===== config.mk =====
export PLATFORM = sky130hd
export DESIGN_NAME = mcu_reset_sequencer
export DESIGN_NICKNAME = d
export VERILOG_FILES = /design/src/logic/reset_sequencer_pkg.sv /design/src/logic/mcu_reset_sequencer.sv
export SDC_FILE = /design/constraint.sdc
export NUM_CORES = 1
export LEC_CHECK = 0
export ABC_AREA = 1
export BUFFER_PORTS_ARGS = -buffer_cell sky130_fd_sc_hd__buf_4
export CORE_MARGIN = 1
export CORE_UTILIZATION = 55
export CTS_BUF_LIST = sky130_fd_sc_hd__clkbuf_4 sky130_fd_sc_hd__clkbuf_8
export DETAILED_ROUTE_END_ITERATION = 7
export GPL_TIMING_DRIVEN = 0
export PLACE_DENSITY = 0.74
export SKIP_CTS_REPAIR_TIMING = 1
export SYNTH_ARGS = -nofsm -noshare
export SYNTH_HDL_FRONTEND = slang
export SYNTH_SLANG_ARGS = --single-unit

===== constraint.sdc =====
create_clock -name i_ref_clk -period 3.4 [get_ports i_ref_clk]
set_input_delay 0.85 -clock i_ref_clk [delete_from_list [all_inputs] [get_ports i_ref_clk]]
set_output_delay 0.85 -clock i_ref_clk [all_outputs]
set_load 0.02 [all_outputs]

===== src/logic/reset_sequencer_pkg.sv =====
// Constants, types and timing counts shared by the reset sequencer.
// Assumes a single 200 MHz system clock that also stands in for the
// oscillator clock used to count the settle wait.
// Overview of operation
// - Power-on, low supply, external pin low or watchdog expiry force the reset state.
// - During reset, registers with defined values load them; others keep contents.
// - Power-on or low-supply reset sets watchdog-clean and awake flags to one.
// - External pin reset outside halt leaves both flags unchanged.
// - External pin reset during halt sets both flags to one.
// - Watchdog reset outside halt clears watchdog-clean, sets awake.
// - Watchdog reset during halt clears both flags.
// - Halt instruction gives flags 1 and 0; watchdog clear gives both one.
// - After all causes release, wait the power-up period whatever oscillator.
// - Three-bit setting picks 140us, 4.5ms, 18ms, 72ms or 288ms.
// - With 140us power-up, settle wait lasts exactly one clock.
// - With longer power-up, settle wait lasts sixteen clocks.
// - Execution starts only after power-up and settle wait both finish.
// - First run cycle is fast when startup setting says fast, else slow; then mode follows fast select.
// - Halt stops both oscillators, all peripherals and instruction execution.
// - Halt ends on any reset cause, port change or interrupt; on wake, mode follows fast select.
package reset_sequencer_pkg;

  // Clock and counter sizing
  localparam int CLK_PERIOD_NS = 5;
  localparam int CNT_W         = 26;

  // Power-up periods in their own unit
  localparam int T_PU_140US_NS = 140000;
  localparam int T_PU_4M5_NS   = 4500000;
  localparam int T_PU_18MS_NS  = 18000000;
  localparam int T_PU_72MS_NS  = 72000000;
  localparam int T_PU_288MS_NS = 288000000;

  // Power-up periods in clock cycles, least time so rounded up
  localparam logic [CNT_W-1:0] PU_140US_CYC = CNT_W'((T_PU_140US_NS + CLK_PERIOD_NS - 1) / CLK_PERIOD_NS);
  localparam logic [CNT_W-1:0] PU_4M5_CYC   = CNT_W'((T_PU_4M5_NS + CLK_PERIOD_NS - 1) / CLK_PERIOD_NS);
  localparam logic [CNT_W-1:0] PU_18MS_CYC  = CNT_W'((T_PU_18MS_NS + CLK_PERIOD_NS - 1) / CLK_PERIOD_NS);
  localparam logic [CNT_W-1:0] PU_72MS_CYC  = CNT_W'((T_PU_72MS_NS + CLK_PERIOD_NS - 1) / CLK_PERIOD_NS);
  localparam logic [CNT_W-1:0] PU_288MS_CYC = CNT_W'((T_PU_288MS_NS + CLK_PERIOD_NS - 1) / CLK_PERIOD_NS);

  // Power-up select encodings; codes 4 to 7 all pick the longest period
  localparam logic [2:0] PU_SEL_140US = 3'h0;
  localparam logic [2:0] PU_SEL_4M5   = 3'h1;
  localparam logic [2:0] PU_SEL_18MS  = 3'h2;
  localparam logic [2:0] PU_SEL_72MS  = 3'h3;

  // Oscillator settle wait in clock cycles
  localparam logic [CNT_W-1:0] SETTLE_SHORT_CYC = 26'h0000001;
  localparam logic [CNT_W-1:0] SETTLE_LONG_CYC  = 26'h0000010;

  // Synchroniser depth and reset values of the asynchronous causes
  localparam int         SYNC_DEPTH   = 3;
  localparam logic [2:0] ASYNC_RESET  = 3'h4;  // {pin_n, low supply, power-on}
  localparam int         BIT_POWER_ON = 0;
  localparam int         BIT_LOW_SUP  = 1;
  localparam int         BIT_PIN_N    = 2;

  // Flag values
  localparam logic [1:0] FLAGS_BOTH_SET = 2'h3;

  // Control outputs while held in reset: both oscillators on, peripherals idle, slow
  localparam logic [3:0] CONTROLS_RESET = 4'hc;

  // Sequencer states, one-hot
  typedef enum logic [4:0] {
    ST_RESET   = 5'h01,
    ST_POWERUP = 5'h02,
    ST_SETTLE  = 5'h04,
    ST_RUN     = 5'h08,
    ST_HALT    = 5'h10
  } seq_state_type;

  // Reset causes after conditioning
  typedef struct packed {
    logic power_on;
    logic low_supply;
    logic external_pin;
    logic watchdog;
  } reset_causes_type;

  // Reset-cause status flags
  typedef struct packed {
    logic watchdog_clean_flag;
    logic awake_flag;
  } status_flags_type;

  // Clock and activity controls towards the rest of the chip
  typedef struct packed {
    logic fast_osc_enable;
    logic slow_osc_enable;
    logic periph_enable;
    logic fast_mode;
  } run_controls_type;

endpackage : reset_sequencer_pkg


===== src/logic/mcu_reset_sequencer.sv =====
// Reset sequencer: gathers reset causes, times the power-up and settle waits,
// keeps the reset-cause flags and the run, slow and halt mode controls.
// Assumes watchdog, instruction and wake strobes come from logic on i_ref_clk;
// detector outputs and the reset pin are asynchronous and synchronised here.
`timescale 1ns/10ps
module mcu_reset_sequencer
  import reset_sequencer_pkg::*;
#(
  parameter logic [reset_sequencer_pkg::CNT_W-1:0] PU_140US = reset_sequencer_pkg::PU_140US_CYC,
  parameter logic [reset_sequencer_pkg::CNT_W-1:0] PU_4M5   = reset_sequencer_pkg::PU_4M5_CYC,
  parameter logic [reset_sequencer_pkg::CNT_W-1:0] PU_18MS  = reset_sequencer_pkg::PU_18MS_CYC,
  parameter logic [reset_sequencer_pkg::CNT_W-1:0] PU_72MS  = reset_sequencer_pkg::PU_72MS_CYC,
  parameter logic [reset_sequencer_pkg::CNT_W-1:0] PU_288MS = reset_sequencer_pkg::PU_288MS_CYC
)(
  input  wire logic                                 i_ref_clk,
  input  wire logic                                 i_reset_n,
  input  wire logic                                 i_power_on_detect,
  input  wire logic                                 i_low_supply_reset,
  input  wire logic                                 i_external_reset_pin_n,
  input  wire logic                                 i_watchdog_expire,
  input  wire logic                                 i_halt_instruction,
  input  wire logic                                 i_watchdog_clear_instruction,
  input  wire logic                                 i_wake_event,
  input  wire logic [2:0]                           i_powerup_select,
  input  wire logic                                 i_startup_fast,
  input  wire logic                                 i_fast_clock_select,
  input  wire logic                                 i_fast_osc_stop,
  output logic                                      o_core_reset,
  output logic                                      o_load_defaults,
  output logic                                      o_run,
  output reset_sequencer_pkg::status_flags_type     o_flags,
  output reset_sequencer_pkg::run_controls_type     o_controls
);
  import reset_sequencer_pkg::*;

  logic [2:0]             async_in;
  logic [2:0]             sync1;
  logic [2:0]             sync2;
  logic [2:0]             sync3;
  logic [2:0]             async_filt;
  reset_causes_type       causes;
  logic                   any_cause;
  seq_state_type          state;
  seq_state_type          next_state;
  logic [CNT_W-1:0]       count;
  logic                   count_done;
  logic                   short_powerup;
  logic [CNT_W-1:0]       powerup_len;
  status_flags_type       flags;
  run_controls_type       next_controls;
  run_controls_type       controls;

  assign async_in = {i_external_reset_pin_n, i_low_supply_reset, i_power_on_detect};

  // Three-stage synchroniser per asynchronous cause; a change counts when stages two and three agree
  genvar gi;
  generate
    for (gi = 0; gi < SYNC_DEPTH; gi++)
    begin : g_sync
      always_ff @(posedge i_ref_clk or negedge i_reset_n)
      begin
        if (!i_reset_n)
        begin
          sync1[gi]      <= ASYNC_RESET[gi];
          sync2[gi]      <= ASYNC_RESET[gi];
          sync3[gi]      <= ASYNC_RESET[gi];
          async_filt[gi] <= ASYNC_RESET[gi];
        end
        else
        begin
          sync1[gi] <= async_in[gi];
          sync2[gi] <= sync1[gi];
          sync3[gi] <= sync2[gi];
          if (sync2[gi] == sync3[gi])
            async_filt[gi] <= sync3[gi];
        end
      end
    end
  endgenerate

  // Conditioned reset causes
  assign causes.power_on     = async_filt[BIT_POWER_ON];
  assign causes.low_supply   = async_filt[BIT_LOW_SUP];
  assign causes.external_pin = ~async_filt[BIT_PIN_N];
  assign causes.watchdog     = i_watchdog_expire;
  assign any_cause           = |causes;

  // Power-up period from the three-bit setting
  always_comb
  begin
    case (i_powerup_select)
      PU_SEL_140US: powerup_len = PU_140US;
      PU_SEL_4M5:   powerup_len = PU_4M5;
      PU_SEL_18MS:  powerup_len = PU_18MS;
      PU_SEL_72MS:  powerup_len = PU_72MS;
      default:      powerup_len = PU_288MS;
    endcase
  end

  assign count_done = (count == '0);

  // Sequencer next state
  always_comb
  begin
    next_state = state;
    if (any_cause)
      next_state = ST_RESET;
    else
    begin
      case (state)
        ST_RESET:   next_state = ST_POWERUP;
        ST_POWERUP: if (count_done) next_state = ST_SETTLE;
        ST_SETTLE:  if (count_done) next_state = ST_RUN;
        ST_RUN:     if (i_halt_instruction) next_state = ST_HALT;
        ST_HALT:    if (i_wake_event) next_state = ST_RUN;
        default:    next_state = ST_RESET;
      endcase
    end
  end

  // State register
  always_ff @(posedge i_ref_clk or negedge i_reset_n)
  begin
    if (!i_reset_n)
      state <= ST_RESET;
    else
      state <= next_state;
  end

  // Power-up and settle down-counter; the settle length follows the latched period choice
  always_ff @(posedge i_ref_clk or negedge i_reset_n)
  begin
    if (!i_reset_n)
    begin
      count         <= '0;
      short_powerup <= 1'b0;
    end
    else if (state == ST_RESET)
    begin
      count         <= powerup_len - CNT_W'(1);
      short_powerup <= (i_powerup_select == PU_SEL_140US);
    end
    else if (state == ST_POWERUP && count_done)
      count <= short_powerup ? SETTLE_SHORT_CYC - CNT_W'(1)
                             : SETTLE_LONG_CYC - CNT_W'(1);
    else if (!count_done)
      count <= count - CNT_W'(1);
  end

  // Reset-cause flags; power-on also comes from the block's own reset
  always_ff @(posedge i_ref_clk or negedge i_reset_n)
  begin
    if (!i_reset_n)
      flags <= FLAGS_BOTH_SET;
    else if (causes.power_on || causes.low_supply)
      flags <= FLAGS_BOTH_SET;
    else if (causes.watchdog)
    begin
      flags.watchdog_clean_flag <= 1'b0;
      flags.awake_flag          <= (state != ST_HALT);
    end
    else if (causes.external_pin)
    begin
      if (state == ST_HALT)
        flags <= FLAGS_BOTH_SET;
    end
    else if (state == ST_RUN && i_halt_instruction)
    begin
      flags.watchdog_clean_flag <= 1'b1;
      flags.awake_flag          <= 1'b0;
    end
    else if (state == ST_RUN && i_watchdog_clear_instruction)
      flags <= FLAGS_BOTH_SET;
  end

  // Mode and oscillator controls for the next state
  always_comb
  begin
    next_controls                 = controls;
    next_controls.fast_osc_enable = 1'b1;
    next_controls.slow_osc_enable = 1'b1;
    next_controls.periph_enable   = 1'b0;
    case (next_state)
      ST_RESET, ST_POWERUP, ST_SETTLE:
        next_controls.fast_mode = i_startup_fast;
      ST_RUN:
      begin
        if (state == ST_RUN || state == ST_HALT)
          next_controls.fast_mode = i_fast_clock_select;
        next_controls.periph_enable   = 1'b1;
        next_controls.fast_osc_enable = next_controls.fast_mode | ~i_fast_osc_stop;
      end
      ST_HALT:
      begin
        next_controls.fast_osc_enable = 1'b0;
        next_controls.slow_osc_enable = 1'b0;
      end
      default:
        next_controls.fast_mode = i_startup_fast;
    endcase
  end

  // Registered control outputs
  always_ff @(posedge i_ref_clk or negedge i_reset_n)
  begin
    if (!i_reset_n)
      controls <= CONTROLS_RESET;                                    // Oscillators on, idle, slow
    else
      controls <= next_controls;
  end

  // Outputs
  assign o_flags         = flags;
  assign o_controls      = controls;
  assign o_core_reset    = (state == ST_RESET) || (state == ST_POWERUP) || (state == ST_SETTLE);
  assign o_load_defaults = (state == ST_RESET);
  assign o_run           = (state == ST_RUN);

  // Helper: cycles spent in the power-up wait
  logic [CNT_W-1:0] pu_cycles;
  always_ff @(posedge i_ref_clk or negedge i_reset_n)
  begin
    if (!i_reset_n)
      pu_cycles <= '0;
    else if (state == ST_POWERUP)
      pu_cycles <= pu_cycles + CNT_W'(1);
    else
      pu_cycles <= '0;
  end
endmodule : mcu_reset_sequencer


== After elaboration in Yosys (flattened, before gate mapping) ==
Cells that the tools add are included.

* Output and inout port bits: 9
* Bits in writable memories: 0
* Register bits after elaboration: 50
* Bits in read-only memories: 0
* Latch bits: 0
* Logic and storage cells: 77
* Memories: 0

* Equal/unequal tests: 16
* Bitwise gates (word level): 3
* Multiply operators: 0
* Reduce and logical (&&, ||, !) cells: 12
* Add/subtract/negate cells: 2
* Shift-type cells: 0
* Multiplexer cells: 23
* Order comparisons: 0
* Divide/modulo/power cells: 0

{| class="wikitable"
|+ Operator list
! kind !! number
|-
| $pmux 26 s4 || 1
|-
| $mux 26 || 3
|-
| $sub 26x1->26 const B || 2
|-
| $logic_not 26->1 || 1
|-
| $mux 5 || 5
|-
| $pmux 5 s5 || 1
|-
| $mux 2 || 6
|-
| $eq 5x4->1 const B || 2
|-
| $eq 5x5->1 const B || 2
|-
| $eq 3x2->1 const B || 2
|-
| $eq 5x1->1 const B || 1
|-
| $eq 5x2->1 const B || 1
|-
| $eq 5x3->1 const B || 1
|-
| $ne 5x2->1 const B || 1
|-
| $ne 5x5->1 const B || 1
|-
| $logic_or 1x1->1 || 4
|-
| $mux 1 || 4
|-
| $mux 4 || 1
|-
| $pmux 1 s2 || 2
|-
| $reduce_bool 4->1 || 1
|-
| $reduce_or 4->1 || 1
|-
| $eq 1x1->1 || 3
|-
| $eq 3x1->1 const B || 1
|-
| $logic_and 1x1->1 || 3
|-
| 5 further kinds || 6
|}

== Logic depth before layout (Yosys ltp) ==
* Depth after elaboration: 8
* Gate-level depth with buffers: 12
* Gate-level depth less buffers: 12

== Worst setup path after synthesis ==
OpenSTA, ideal clock, no wires.

* Path type: reg-to-output
* Start: register state[2]
* End: output port o_core_reset
* Setup slack: 1,512 ps
* Data arrival time: 1,038 ps
* Data required time: 2,550 ps
* Cell stages (with the launch flop): 6
* Cell sequence: dfrtp_1 > nor2_2 > nand2_2 > nor3_4 > nor2_1 > nand2_1

* Longest elaborated chain between the ends: 3

{| class="wikitable"
|+ Ends and longest elaborated chain
! what !! line !! text
|-
| start: declaration || mcu_reset_sequencer.sv:43 || <nowiki>seq_state_type state;</nowiki>
|-
| start signal: assignment || mcu_reset_sequencer.sv:127 || <nowiki>state <= next_state;</nowiki>
|-
| $eq 5x1->1 / $eq 5x2->1 (equally long branches) || mcu_reset_sequencer.sv:215 || <nowiki>assign o_core_reset = (state == ST_RESET) || (state == ST_POWERUP) || (state == ST_SETTLE);</nowiki>
|-
| $logic_or 1x1->1 || mcu_reset_sequencer.sv:215 ||
|-
| $logic_or 1x1->1 (*) || mcu_reset_sequencer.sv:215 ||
|-
| end: declaration || mcu_reset_sequencer.sv:28 || <nowiki>output logic o_core_reset,</nowiki>
|}

Mark *: on every way between the ends. The rest lies on a longest branch, timed or not.

== Worst setup path in the final report ==
Ends and elaborated chain as after synthesis.

==> flow_summary.toml <==
[global_route]
grt_pass1_wl_um = 10570
grt_max_degree = 51
grt_antenna_before_repair = 0
grt_overflow = 0
first_global_vias = 2299
grt_usage_pct = 25.73

[sta]
final_hold_viol_count = 0
max_slew.worst_pin.slew_ps = 629.9
setup_viol = 0
finClkSkew_ps = 13.59
fin_crit_sh_pct = 71.36
finalSetupTns_ps = 0
drv_slew = 0
max_freq_ghz = 0.4122
grt_setup_unrepaired = "no"
fin_crit_ps = 2426
slew_headroom_pct = 58.01

[floorplanning]
die_area_sq_um = 5610
num_io_pins = 24
coreArea_sq_um = 5107
die_w_um = 74.90
start_util_pct = 57.23
num_rows = 26
die_h_um = 74.90

[final_layout]
diodes = 0
drive_gt1_share_pct = 22.96
area_growth_pct = 12.24
stdcell_area_sq_um = 3281
fin_nets = 421

[logic_synthesis]
synth_area_sq_um = 2923
yosysMostFrequentCell = "nand2_1"
synth_edf_count = 0
syn_area_per_cell_sq_um = 7.815
ys_seq_elements = 50
synth_top_area_share_pct = 35.10
synth.area.top_cells = "dfrtp_1 35%, nand2_1 9.6%, nor2_1 9.2%"
synth-async-reset-ratio_pct = 100.0
synth_top_area_cell = "dfrtp_1"
syn_nets = 391
seq_area_frac_synth_pct = 43.19
ys_warn_count = 0
synthTopCellsByCount = "75 x nand2_1, 72 x nor2_1, 41 x dfrtp_1"
synthDistinctLibCells = 37
ys.flop_type = "dfrtp_1"
synth_cells = 374

[placed_design]
dp_hpwl_um = 4945
gp_congestion = 0.9471
placed_cell_area_sq_um = 3183
io_buffer_count = 23

[cts]
cts_tree = "built"
clkTransAtPathRegs_ps = 100
cts.htree.levels = 2
clock_sinks = 50
cts_buffer_depth = 2
clock_latency_ps = 310
root_buffer = "clkbuf_8"
cts_buffers = 5

[worst_hold_path]
hp-class = "reg -> reg"

[run]
drv_cap = 0

[routing]
dr.pass1.iters = 4
vias_per_cell = 5.225
vias = 2482
wl_per_cell_um = 13.66
route.detailed.drc = 0
ant_nets = 0
drtIter0Drc = 237
drt_wl_total_um = 6487

[worst_setup_path]
cp_slowest_cell = "dfrtp_1"
worstPathMaxFanout = 6
critPathTopFamily = "simple AND/OR/NAND/NOR gates"
critical_path.cell_chain = "nor2_2 -> nand2_2 -> nor3_4 -> nor2_1 -> nand2_1 -> buf_4"
worst_setup_path_end_kind = "primary output"
startpoint_type = "flop"
arrival_ps = 1580
max_stage_delay_ps = 410
critPathRequiredTime_ps = 2550
crit_buf_inv = 1
critical_path_class = "reg -> out"

[power]
leakage_nw = 1.429
ir_drop_mv = 0.2564
power_density_nw_per_um2 = 376.9

[outcome]
status = "finished, final reports clean"
## stage by stage
stage                     util [%]  hold slack [ps]  std cells  power (W)  setup WS (ps)
after global placement       62.32            333.2        467  0.0008597           1361
after CTS                    64.23            360.5        475   0.001243          952.5
final                        64.23            357.3        475   0.001236          973.8
after detailed placement     62.32            336.3        467  0.0008642           1305
after floorplan                  -            331.2        374  0.0007964           1512
after global routing         64.23            364.8        475   0.001289          824.7
## layout by cell type (no fill, tap or decap), types with 2 or more instances in the layout
cell type and instances:
a21oi_1 19, xor2_1 9, dfstp_2 9, a21oi_2 2, or2_0 2, nor3_1 4, nand2_1 75, nand4_1 6
dfrtp_1 41, inv_1 34, nor2_2 10, buf_4 23, nand3_1 21, or2_2 3, nor2_4 7, inv_2 9
o21a_1 2, nor2_1 72, nand2_2 11, clkbuf_8 5, buf_6 4, maj3_1 3, ha_1 2, xnor2_1 6
o21ai_0 8, o31ai_1 2
## final cells by class
type / count / area (sq um)
buffer: 5 / 50.05
inverter: 43 / 161.4
multi-input combinational: 276 / 1449
clock buffer: 5 / 68.82
timing repair buffer: 23 / 172.7
sequential: 50 / 1262
fill: 463 / 1827
tap: 70 / 87.58
clock inverter: 3 / 28.78
## cell families (layout without fill, tap and decap cells)
logic type	after synthesis	count (layout)	share of synthesized area [%]
simple gates	217	217	35.02
fa+ha+maj	5	5	1.883
compound gates	39	39	8.176
buf+inv	48	79	7.234
flops	50	50	43.19
xor+xnor	15	15	4.495
## flip-flops by register name, indices dropped and copies added, names as in the netlist
signal and flops:
count 26, sync3 3, o_controls 4, short_powerup 1, sync1 3, o_flags 2
async_filt 3, state 5, sync2 3
## layer usage
metal | up-vias | wire length, um | GRT usage, %
met5 | - | 0 | 0
met4 | 0 | 172 | 10.06
met3 | 14 | 331 | 5.087
met2 | 67 | 3243 | 44.64
met1 | 1166 | 2739 | 31.56
li1 | 1235 | - | -
## worst reg2reg max path: stages (launching register included)
cell and delay, ps:
dfrtp_1 390, inv_1 130, ha_1 210, nand3_1 100, nor2_1 110, nand2_1 60, nor2_1 110, nand2_1 170
nand2_2 140, buf_6 150, nor2_1 60, nor2_1 110, nor2_2 40
## power by group
group          switching [W]  internal, W  total (W)
clock network       0.000228     0.000154   0.000383
logic               0.000108    0.0000701   0.000178
registers          0.0000384     0.000638   0.000676
total               0.000374     0.000862    0.00124
## path summary, 6_finish.rpt
kind | from | end | slack (ps) | cells past startpoint
min | sync1[0] | sync2[0] | 360 | 0
min in group asynchronous | i_reset_n | count[9] | 540 | 1
max in group asynchronous | i_reset_n | count[25] | 2420 | 1
max reg2reg | count[0] | count[17] | 1530 | 12
min reg2reg | sync1[0] | sync2[0] | 360 | 0
max | state[2] | o_core_reset | 970 | 6
Power figures use the tool's default switching activity.
